==> config.mk <==
export PLATFORM = sky130hd
export DESIGN_NAME = safety_sensor_status_indicator
export DESIGN_NICKNAME = d
export VERILOG_FILES = /design/src/rtl/safety_sensor_status_indicator.v
export VERILOG_INCLUDE_DIRS = /design/src /design/src/rtl
export SDC_FILE = /design/constraint.sdc
export NUM_CORES = 1
export LEC_CHECK = 0
export BUFFER_PORTS_ARGS = -buffer_cell sky130_fd_sc_hd__buf_2
export CAP_MARGIN = 15
export CORE_ASPECT_RATIO = 0.75
export CORE_MARGIN = 3
export CORE_UTILIZATION = 45
export DETAILED_ROUTE_END_ITERATION = 6
export PLACE_DENSITY_LB_ADDON = 0.12
export SETUP_SLACK_MARGIN = 0.02
export SLEW_MARGIN = 20
export SYNTH_ARGS = -nofsm -noshare
export SYNTH_HDL_FRONTEND = slang
export SYNTH_SLANG_ARGS = --single-unit
==> constraint.sdc <==
create_clock -name clock -period 9.3 [get_ports clock]
set_input_delay 0.93 -clock clock [delete_from_list [all_inputs] [get_ports clock]]
set_output_delay 0.93 -clock clock [all_outputs]
set_load 0.03 [all_outputs]
==> src/rtl/sensor_status_regs.vh <==
// Timing counts and fault code values for the sensor status controller
`ifndef SENSOR_STATUS_REGS_VH
`define SENSOR_STATUS_REGS_VH
`define CLK_HZ              10000000
`define FLASH_HZ            1
`define FLASH_HALF_CYC      (`CLK_HZ / (2 * `FLASH_HZ))
`define PULSE_HZ            5
`define PULSE_HALF_CYC      (`CLK_HZ / (2 * `PULSE_HZ))
`define CODE_PAUSE_HALVES   5'h6
`define WARN_MINUTES        30
`define WARN_CYC            35'h430e23400
`define PROT_MINUTES        10
`define PROT_CYC            35'h165a0bc00
`define CODE_OUT_A          3'h1
`define CODE_OUT_B          3'h2
`define CODE_CROSS          3'h3
`define CODE_TEMP           3'h4
`define CODE_ACTUATOR       3'h5
`define CODE_DISCREP        3'h6
`endif
==> src/rtl/safety_sensor_status_indicator.v <==
// Status, output and indicator controller of a contactless safety sensor
`timescale 1ns/1ps
`default_nettype none
`include "sensor_status_regs.vh"

module safety_sensor_status_indicator #(
	parameter [34:0] WARN_CYCLES = `WARN_CYC,
	parameter [34:0] PROT_CYCLES = `PROT_CYC
) (
	// Clock and reset
	input  wire       clock,
	input  wire       sys_rst,
	// Sensing
	input  wire       actuator_present,
	input  wire       actuator_limit,
	input  wire       actuator_valid,
	input  wire       teach_active,
	input  wire       teach_done,
	// Safety inputs and feedback
	input  wire       safety_input_a,
	input  wire       safety_input_b,
	input  wire       feedback_closed,
	// Fault sources
	input  wire       internal_fault,
	input  wire       fault_out_a,
	input  wire       fault_out_b,
	input  wire       fault_discrep,
	input  wire       warn_temp,
	input  wire       warn_ext_volt,
	input  wire       warn_cross,
	// Outputs
	output reg        safety_output_a,
	output reg        safety_output_b,
	output reg        diag_out,
	output reg        led_green,
	output reg        led_red,
	output reg        led_yellow
);

	localparam [1:0] ERR_IDLE = 2'b01;
	localparam [1:0] ERR_OPEN = 2'b10;

	reg  [22:0] slow_cnt_q;
	reg         slow_q;
	reg  [20:0] fast_cnt_q;
	reg         fast_q;
	reg  [34:0] warn_cnt_q;
	reg         warn_timeout_q;
	reg  [34:0] prot_cnt_q;
	reg         prot_q;
	reg         int_err_q;
	reg  [1:0]  err_state_q;
	reg  [2:0]  latched_code_q;
	reg  [4:0]  pulse_half_q;
	reg         pulse_on_q;

	wire inputs_ok = safety_input_a & safety_input_b;
	wire warning   = warn_temp | warn_ext_volt | warn_cross;
	wire code_err  = fault_out_a | fault_out_b | fault_discrep | (actuator_present & ~actuator_valid);
	reg  [2:0] code_d;

	// Fault code selection, lowest number first
	always @* begin
		code_d = 3'h0;
		if (fault_out_a)
			code_d = `CODE_OUT_A;
		else if (fault_out_b)
			code_d = `CODE_OUT_B;
		else if (warn_cross)
			code_d = `CODE_CROSS;
		else if (warn_temp)
			code_d = `CODE_TEMP;
		else if (actuator_present & ~actuator_valid)
			code_d = `CODE_ACTUATOR;
		else if (fault_discrep)
			code_d = `CODE_DISCREP;
	end

	// Flash timebases
	always @(posedge clock or posedge sys_rst) begin
		if (sys_rst) begin
			slow_cnt_q <= 23'h0;
			slow_q     <= 1'b0;
			fast_cnt_q <= 21'h0;
			fast_q     <= 1'b0;
		end else begin
			if (slow_cnt_q == `FLASH_HALF_CYC - 1) begin
				slow_cnt_q <= 23'h0;
				slow_q     <= ~slow_q;
			end else begin
				slow_cnt_q <= slow_cnt_q + 23'h1;
			end
			if (fast_cnt_q == `PULSE_HALF_CYC - 1) begin
				fast_cnt_q <= 21'h0;
				fast_q     <= ~fast_q;
			end else begin
				fast_cnt_q <= fast_cnt_q + 21'h1;
			end
		end
	end

	wire fast_tick = (fast_cnt_q == `PULSE_HALF_CYC - 1);

	// Red pulse-count sequencer, code latched per group
	always @(posedge clock or posedge sys_rst) begin
		if (sys_rst) begin
			pulse_half_q   <= 5'h0;
			pulse_on_q     <= 1'b0;
			latched_code_q <= 3'h0;
		end else if (fast_tick) begin
			if (pulse_half_q == 5'h0) begin
				latched_code_q <= code_d;
				pulse_half_q   <= 5'h1;
				pulse_on_q     <= (code_d != 3'h0);
			end else if (pulse_half_q < {1'b0, latched_code_q, 1'b0}) begin
				pulse_half_q <= pulse_half_q + 5'h1;
				pulse_on_q   <= ~pulse_half_q[0];
			end else if (pulse_half_q < {1'b0, latched_code_q, 1'b0} + `CODE_PAUSE_HALVES) begin
				pulse_half_q <= pulse_half_q + 5'h1;
				pulse_on_q   <= 1'b0;
			end else begin
				pulse_half_q <= 5'h0;
				pulse_on_q   <= 1'b0;
			end
		end
	end

	// Warning duration timer
	always @(posedge clock or posedge sys_rst) begin
		if (sys_rst) begin
			warn_cnt_q     <= 35'h0;
			warn_timeout_q <= 1'b0;
		end else if (!warning) begin
			warn_cnt_q     <= 35'h0;
			warn_timeout_q <= 1'b0;
		end else if (warn_cnt_q >= WARN_CYCLES - 1) begin
			warn_timeout_q <= 1'b1;
		end else begin
			warn_cnt_q <= warn_cnt_q + 35'h1;
		end
	end

	// Tamper protection interval; reset models power loss
	always @(posedge clock or posedge sys_rst) begin
		if (sys_rst) begin
			prot_cnt_q <= 35'h0;
			prot_q     <= 1'b0;
		end else if (teach_done) begin
			prot_cnt_q <= 35'h0;
			prot_q     <= 1'b1;
		end else if (prot_q) begin
			if (prot_cnt_q >= PROT_CYCLES - 1)
				prot_q <= 1'b0;
			else
				prot_cnt_q <= prot_cnt_q + 35'h1;
		end
	end

	// Internal error latch, released by guard open then close
	always @(posedge clock or posedge sys_rst) begin
		if (sys_rst) begin
			int_err_q   <= 1'b0;
			err_state_q <= ERR_IDLE;
		end else if (internal_fault) begin
			int_err_q   <= 1'b1;
			err_state_q <= ERR_IDLE;
		end else begin
			case (err_state_q)
				ERR_IDLE: begin
					if (int_err_q && !actuator_present)
						err_state_q <= ERR_OPEN;
				end
				ERR_OPEN: begin
					if (actuator_present) begin
						int_err_q   <= 1'b0;
						err_state_q <= ERR_IDLE;
					end
				end
				default: err_state_q <= ERR_IDLE;
			endcase
		end
	end

	// Output and indicator decode
	reg so_d, diag_d, g_d, r_d, y_d;
	always @* begin
		so_d   = 1'b0;
		diag_d = 1'b0;
		g_d    = 1'b0;
		r_d    = 1'b0;
		y_d    = actuator_present;
		if (teach_active) begin
			r_d = 1'b1;
			y_d = slow_q;
		end else if (int_err_q || internal_fault) begin
			r_d = 1'b1;
			y_d = 1'b0;
		end else if (prot_q || teach_done) begin
			g_d = slow_q;
			y_d = 1'b0;
		end else if (code_err) begin
			r_d = pulse_on_q;
		end else if (warning) begin
			r_d  = (code_d == 3'h0) ? slow_q : pulse_on_q;
			so_d = actuator_present & inputs_ok & ~warn_timeout_q;
		end else if (!inputs_ok) begin
			g_d    = slow_q;
			diag_d = actuator_present;
		end else if (!actuator_present) begin
			g_d = 1'b1;
		end else if (!feedback_closed) begin
			g_d    = 1'b1;
			y_d    = actuator_limit ? slow_q : fast_q;
			diag_d = actuator_limit ? fast_q : 1'b1;
		end else begin
			so_d   = 1'b1;
			diag_d = actuator_limit ? fast_q : 1'b1;
			y_d    = actuator_limit ? slow_q : 1'b1;
		end
	end

	always @(posedge clock or posedge sys_rst) begin
		if (sys_rst) begin
			safety_output_a <= 1'b0;
			safety_output_b <= 1'b0;
			diag_out        <= 1'b0;
			led_green       <= 1'b0;
			led_red         <= 1'b0;
			led_yellow      <= 1'b0;
		end else begin
			safety_output_a <= so_d & actuator_present;
			safety_output_b <= so_d & actuator_present;
			diag_out        <= diag_d;
			led_green       <= g_d;
			led_red         <= r_d;
			led_yellow      <= y_d;
		end
	end

endmodule // safety_sensor_status_indicator
`default_nettype wire

* Word-level counts from Yosys, hierarchy flattened *
Cells that the tools add are included.

storage, ports and cells
  register bits after elaboration = 135
  bits of input ports = 17
  output and inout bits = 6

operators by class
  add/subtract/negate cells = 6
  magnitude comparators = 4
  equal/unequal tests = 9
  mux-type cells = 70
  bitwise logic cells = 15
  reductions and logical operators = 14

operators by type and width
  kind                     number
  $mux W35                 5
  $add A35 B1 Y35 const B  2
  $mux W1                  50
  $ge A35 B33 Y1 const B   1
  $ge A35 B35 Y1 const B   1
  $add A23 B1 Y23 const B  1
  $eq A23 B23 Y1 const B   1
  $mux W23                 1
  $add A21 B1 Y21 const B  1
  $eq A21 B20 Y1 const B   1
  $mux W21                 1
  $mux W3                  6
  $mux W5                  3
  $reduce_and A2 Y1        4
  $mux W2                  3
  $ne A3 B3 Y1 const B     2
  $reduce_bool A2 Y1       3
  $add A4 B3 Y5 const B    1
  $add A5 B1 Y5 const B    1
  $and A1 B1 Y1            5
  $logic_not A5 Y1         1
  $lt A5 B4 Y1             1
  $lt A5 B5 Y1             1
  $not A1 Y1               5
  other kinds (11)         17

* Longest topological paths before layout *
Gate-level depths: netlist (run 1).

  depth in word-level cells = 14
  mapped depth = 9
  gate-level depth less buffers = 9

* Worst setup path before layout (run 1) *
No wires, ideal clock.

  kind = register to register
  from = register prot_cnt_q[0]
  to = register prot_cnt_q[1]
  library setup time = 132 ps
  data arrival time = 2,288 ps
  path slack = 6,880 ps
  cell stages (with the launch flop) = 10
  path buffers = 2
  period minus slack after synthesis = 2,420 ps
  path through = dfrtp_1 > ha_1 > clkinv_1 > a2111oi_0 > a41oi_2 > o21ai_1 > clkbuf_1 > buf_2 > mux2i_1 > nor2_1

between the ends
  word-level cells in the longest chain between the ends = 4

RTL lines
  item                    RTL line                              text
  start, declared         safety_sensor_status_indicator.v:49   reg [34:0] prot_cnt_q;
  start signal, assigned  safety_sensor_status_indicator.v:155  prot_cnt_q <= prot_cnt_q + 35'h1;
  $add A35 B1 Y35         safety_sensor_status_indicator.v:155
  $mux W35                safety_sensor_status_indicator.v:152  if (prot_cnt_q >= PROT_CYCLES - 1)
  $mux W35                safety_sensor_status_indicator.v:151  end else if (prot_q) begin
  $mux W35                safety_sensor_status_indicator.v:148  end else if (teach_done) begin

Parallel ways exist; a longest one is shown, timed or not. The select of a mux whose other input is x is not followed.
A chain may end at the register's enable or synchronous reset.

* Worst setup path in the final report (run 1) *
  from = register prot_cnt_q[0]
  to = register prot_cnt_q[3]

Same word-level chain as after synthesis.

==> impl_metrics.csv, run 1 <==
group,metric,value,unit
run_status,outcome,"finished clean",
sta,setup_tns,0,ns
floorplan,core_area,0.0156,mm^2
setup_path,r2r-start,"prot_cnt_q[0]",
finish,n_antenna_cell,0,
synthesis,syn_avg_cell_area,9.42,um^2
drt,drt_iter0_drc,389,
global_route,grt_first_pass_wirelength,28100,um
clock_tree,cts-hold-fix-buffers,0,
floorplan,dieArea,0.0178,mm^2
clock_tree,clk_latency,0.41,ns
placement,dp_hpwl,11000,um
clock_tree,cts_setup_buffers,0,
synthesis,synthArstFlopShare,100,%
finish,nets,822,
clock_tree,cts_tree,"done",
placement,port_buffers,22,
clock_tree,h-tree-depth,4,
power_and_ir_drop,p_leak,0.00358,uW
clock_tree,clock-sinks,135,
synthesis,synth_cells,775,
setup_path,reg2reg_slack,6.32,ns
sta,max_freq,0.336,GHz
hold_path,min_from,"fast_cnt_q[4]",
setup_path,end_kind,"register",
synthesis,yosysUniqueCellTypes,70,
sta,skew,0.00748,ns
power_and_ir_drop,power,1420,uW
global_route,grt.met1_usage,27.2,%
placement,routabilityCongestion,0.889,
drt,drtAntennaViolNets,0,
synthesis,netlist_area,0.00730,mm^2
floorplan,start_util,46.9,%
power_and_ir_drop,power.density,173,mW/mm^2
synthesis,ys_ff_latch,135,
setup_path,worstSetupPathType,"reg2reg",
drt,routed_wl,16100,um
power_and_ir_drop,max-vdd-ir-drop,0.107,mV
sta,hold_violations,0,
global_route,grt_most_used_layer,"met2",
global_route,grt_start_max_net_pins,74,
finish,area_growth,12.5,%
floorplan,die_w,153,um
clock_tree,clockBufferDepth,2,
power_and_ir_drop,p_int,1100,uW
hold_path,hp-class,"reg2reg",
drt,first_pass_iters,5,
power_and_ir_drop,p_switching,321,uW
setup_path,cp.arrival,3.23,ns
global_route,grtUsageMet3,3.56,%
sta,rsz0062_at_grt,"false",
sta,period_share,32.0,%
sta,tightestPinTransition,0.938,ns
floorplan,ios,23,
sta,finalSetupViolCount,0,
global_route,antenna_found_initial,0,
setup_path,r2r_end,"prot_cnt_q[3]",
hold_path,whs_path_depth,1,
setup_path,cp_max_fo,19,
drt,detail_route.vias_per_cell,5.90,
flow_run,drv_cap,0,
sta,setup_ws,6.32,ns
power_and_ir_drop,p_seq_share,43.1,%
synthesis,yosysWarnings,0,
drt,drc,0,
placement,dp_slack,6.35,ns
synthesis,ys.flop_type,"dfrtp_1",
setup_path,reg2reg_depth,8,
finish,drive_gt1_share,10.3,%
setup_path,cp-start-kind,"register",
sta,fin_crit,2.98,ns
synthesis,ys_seq_area_share,46.3,%
global_route,grt-ovfl-total,0,
power_and_ir_drop,clockPowerShare,51.4,%
power_and_ir_drop,combPwrFrac,5.5,%
floorplan,num_rows,39,
drt,vias,5965,
floorplan,die_h,116,um
clock_tree,cts_made_buffers,17,
power_and_ir_drop,sw_frac_of_total,22.6,%
synthesis,postSynthNetCount,804,
clock_tree,root_buffer,"clkbuf_16",
sta,relSlewSlack,37.4,%
global_route,use_met2,29.4,%
clock_tree,cts_resized,0,
synthesis,synth_edf_count,0,
setup_path,crit_required,9.55,ns
sta,finalMaxSlewViolations,0,
global_route,first_global_vias,5874,
global_route,grt_usage,18.9,%
clock_tree,cts.clk_slew.worst_paths,0.06,ns
drt,avgRoutedWirePerCell,15.9,um
finish,fin_util,52.8,%
hold_path,holdPathEnd,"fast_cnt_q[4]",
-- registers in the layout, summed over array words and instances, names as in the netlist --
signal / cells
prot_cnt_q: 35
warn_cnt_q: 35
slow_cnt_q: 23
fast_cnt_q: 21
pulse_half_q: 5
latched_code_q: 3
err_state_q: 2
diag_out: 1
fast_q: 1
int_err_q: 1
led_green: 1
led_red: 1
led_yellow: 1
prot_q: 1
pulse_on_q: 1
safety_output_b: 1
slow_q: 1
warn_timeout_q: 1
-- power groups by stage --
stage	Clock, uW	Sequential, uW	Combinational, uW
floorplan	0	619	56.9
global placement	0	621	76.9
global route	774	614	89.1
detailed placement	0	622	79.6
finish	730	612	78.8
CTS	746	612	79.9
-- Yosys cell counts (14+ instances only) --
cell type  number  area (um^2)
dfrtp_1       134         3350
nor2_1         68          255
nand2_1        61          229
a21oi_1        46          230
nand3_1        43          215
or3_1          35          219
xor2_1         34          298
nand4_1        33          206
o21ai_0        31          155
xnor2_1        25          219
and3_1         22          138
nor3_1         22          110
clkbuf_1       18         67.6
o21ai_1        18         90.1
or4_1          18          135
nor4_1         14         87.6
-- cell families after synthesis --
family          Yosys count  synth area share [%]
flops                   135                  46.3
xor+xnor                 59                  7.08
buf+inv                  41                  2.89
mux                       4                 0.548
fa+ha+maj                12                  2.06
compound gates          151                  13.1
simple gates            373                  28.0
-- stage by stage --
| step | instance area [um^2] | instances | hold WS (ns) |
|---|---|---|---|
| finish | 8220 | 1011 | 0.467 |
| global route | 8220 | 1011 | 0.493 |
| CTS | 8220 | 1011 | 0.471 |
| detailed placement | 7570 | 979 | 0.460 |
| global placement | 7570 | 979 | 0.457 |
| floorplan | 7300 | 775 | 0.439 |
-- how the worst max path moves through the flow --
stage / endpoint / start / slack [ns] / cells after the start
2_1_floorplan: diag_out / sys_rst / 4.76 / 1
5_1_grt: prot_cnt_q[17] / prot_cnt_q[0] / 6.00 / 8
6_report: prot_cnt_q[3] / prot_cnt_q[0] / 6.32 / 8
4_1_cts: prot_cnt_q[3] / prot_cnt_q[0] / 6.32 / 8
3_5_place_dp: prot_cnt_q[5] / prot_cnt_q[0] / 6.35 / 8
3_3_place_gp: prot_cnt_q[19] / prot_cnt_q[0] / 6.57 / 8
-- cell usage in the layout (no fill, tap or decap), drive strengths merged, types with 20 or more instances in the layout --
cell type and n:
a21oi 47, and3 26, buf 27, clkbuf 21
dfrtp 134, nand2 61, nand3 45, nand4 33
nor2 68, nor3 23, o21ai 50, or3 35
or4 20, xnor2 25, xor2 34
-- final cells by class --
cell class	count	area [um^2]
sequential	135	3380
timing repair buffer	27	148
multi-input combinational	599	3730
clock buffer	21	480
tap	205	256
fill	1403	7350
inverter	13	53.8
clock inverter	11	170
-- critical path, cell delays in order (launching register included) --
cell and delay [ns]:
dfrtp_1 0.39, ha_1 0.30, clkinv_1 0.16, a2111oi_0 0.51, a41oi_2 0.23, o21ai_1 0.69, buf_4 0.34, or3_1 0.13
a21oi_1 0.06
-- layer usage --
metal	wire, um	vias to the layer above
li1	-	2905
met1	8050	2917
met2	7160	122
met3	655	21
met4	238	0
met5	0	-
(Power assumes the default switching activity.)
==> run 2, diff against run 1 <==
clock period = 2.71 ns   (was 9.3 ns; I/O delays follow)
==> impl_metrics.csv, run 2 (synthesis gave the netlist of run 1 again) <==
group,metric,value,unit
run_status,outcome,"finished clean",
finish,stdcell_area,0.00830,mm^2
placement,dpl.cell_count,997,
sta,finalMaxSlewViolations,0,
clock_tree,cts_tree,"done",
global_route,antenna_found_initial,0,
drt,drc,0,
sta,tightestPinTransition,0.711,ns
finish,mostFrequentLayoutCells,"134 x dfrtp_1, 68 x nor2_1, 61 x nand2_1",
power_and_ir_drop,power.density,568,mW/mm^2
sta,rsz0062_at_grt,"false",
finish,fill_cells,1397,
setup_path,end_kind,"register",
floorplan,die_w,153,um
clock_tree,h-tree-depth,4,
drt,avgRoutedWirePerCell,16.2,um
sta,setup_tns,0,ns
sta,max_freq,0.398,GHz
floorplan,start_util,46.9,%
clock_tree,cts_setup_buffers,0,
setup_path,cp.arrival,2.81,ns
placement,port_buffers,22,
drt,drtAntennaViolNets,0,
hold_path,hp-class,"in2reg",
drt,vias,5986,
drt,first_pass_iters,5,
global_route,first_global_vias,5776,
floorplan,dieArea,0.0178,mm^2
floorplan,ios,23,
finish,reg.largest.list,"prot_cnt_q: 35 flops, warn_cnt_q: 35 flops, slow_cnt_q: 23 flops",
clock_tree,root_buffer,"clkbuf_16",
clock_tree,cts_made_buffers,17,
finish,drive_gt1_share,12.1,%
clock_tree,cts-hold-fix-buffers,0,
drt,routed_wl,16700,um
power_and_ir_drop,p_leak,0.00364,uW
setup_path,cp-start-kind,"register",
finish,final_common_cell,"dfrtp_1",
setup_path,crit_required,3.01,ns
clock_tree,clk_latency,0.41,ns
drt,drt_iter0_drc,448,
global_route,grt_usage,19.1,%
hold_path,whs_path_depth,2,
setup_path,worstSetupPathType,"reg2reg",
placement,routabilityCongestion,0.893,
finish,nets,840,
setup_path,slowest_delay,0.48,ns
sta,hold_violations,0,
setup_path,worstSetupPathDepth,7,
setup_path,path_common_cell,"nor4_1",
clock_tree,cts_resized,0,
sta,finalSetupViolCount,0,
clock_tree,clock-sinks,135,
clock_tree,clockBufferDepth,2,
global_route,grt_start_max_net_pins,136,
global_route,grt_first_pass_wirelength,28300,um
sta,relSlewSlack,52.6,%
flow_run,drv_cap,0,
sta,fin_crit,2.51,ns
setup_path,path_cells,"or3_1, or4_1, nor4_1, a211o_1, buf_4, nor4_1, o21a_1",
finish,n_antenna_cell,0,
placement,dp_hpwl,11300,um
sta,skew,0.0115,ns
setup_path,slowest_stage,"or4_1",
placement,placed_cell_area,0.00771,mm^2
setup_path,reg2reg_depth,7,
setup_path,critPathTopFamily,"simple AND/OR/NAND/NOR gates",
setup_path,cp_max_fo,24,
clock_tree,cts.clk_slew.worst_paths,0.06,ns
floorplan,core_area,0.0156,mm^2
setup_path,worst-path-buf-inv,1,
drt,detail_route.vias_per_cell,5.82,
floorplan,die_h,116,um
power_and_ir_drop,max-vdd-ir-drop,0.356,mV
finish,final_cells,1029,
floorplan,num_rows,39,
sta,period_share,92.8,%
finish,area_growth,13.6,%
global_route,grt-ovfl-total,0,
## run 2: cell count changes in the layout (fill, tap and decap cells not counted)
cell / previous run / this run
clkinv_2: 2 / 5
buf_12: 0 / 1
bufinv_16: 4 / 2
buf_4: 5 / 22
clkbuf_1: 0 / 1
clkbuf_8: 4 / 2
## run 2: final cells by class
class                           instances  area, um^2  area share, %
Clock inverter                         12         126           1.52
Inverter                               13        52.6          0.633
Clock buffer                           20         457           5.50
Timing Repair Buffer                   45         295           3.56
Tap cell                              205         256           3.09
Multi-Input combinational cell        599        3730           45.0
Sequential cell                       135        3380           40.7
## run 2: metrics by stage
| step | total power (uW) | hold slack (ns) | setup WS [ns] | util, % |
|---|---|---|---|---|
| 6_report | 4720 | 0.0742 | 0.195 | 53.3 |
| 5_1_grt | 4890 | 0.0916 | 0.0985 | 53.3 |
| 4_1_cts | 4750 | 0.0643 | 0.235 | 53.3 |
| 3_5_place_dp | 2450 | 0.460 | 0.264 | 49.6 |
| 3_3_place_gp | 2430 | 0.456 | 0.324 | 49.6 |
| 2_1_floorplan | 2320 | 0.363 | 0.290 | - |
## run 2: final timing paths
| path | startpoint | end | slack (ns) |
|---|---|---|---|
| min in group asynchronous | sys_rst | prot_cnt_q[29] | 0.08 |
| min | internal_fault | int_err_q | 0.07 |
| max in group asynchronous | sys_rst | warn_cnt_q[8] | 2.12 |
| min reg2reg | fast_cnt_q[4] | fast_cnt_q[4] | 0.47 |
| max reg2reg | warn_cnt_q[16] | warn_cnt_q[5] | 0.20 |
| max | warn_cnt_q[16] | warn_cnt_q[5] | 0.20 |
## run 2: report_power, final
group | switching [uW] | internal, uW
Sequential | 51.1 | 2060
Combinational | 202 | 105
Clock | 901 | 1400
## run 2: routing by layer
| metal | up-vias | GRT usage (%) | routed length [um] |
|---|---|---|---|
| li1 | 2946 | - | - |
| met1 | 2923 | 27.9 | 8480 |
| met2 | 104 | 29.7 | 7450 |
| met3 | 13 | 3.30 | 597 |
| met4 | 0 | 5.40 | 137 |
| met5 | - | 0 | 0 |
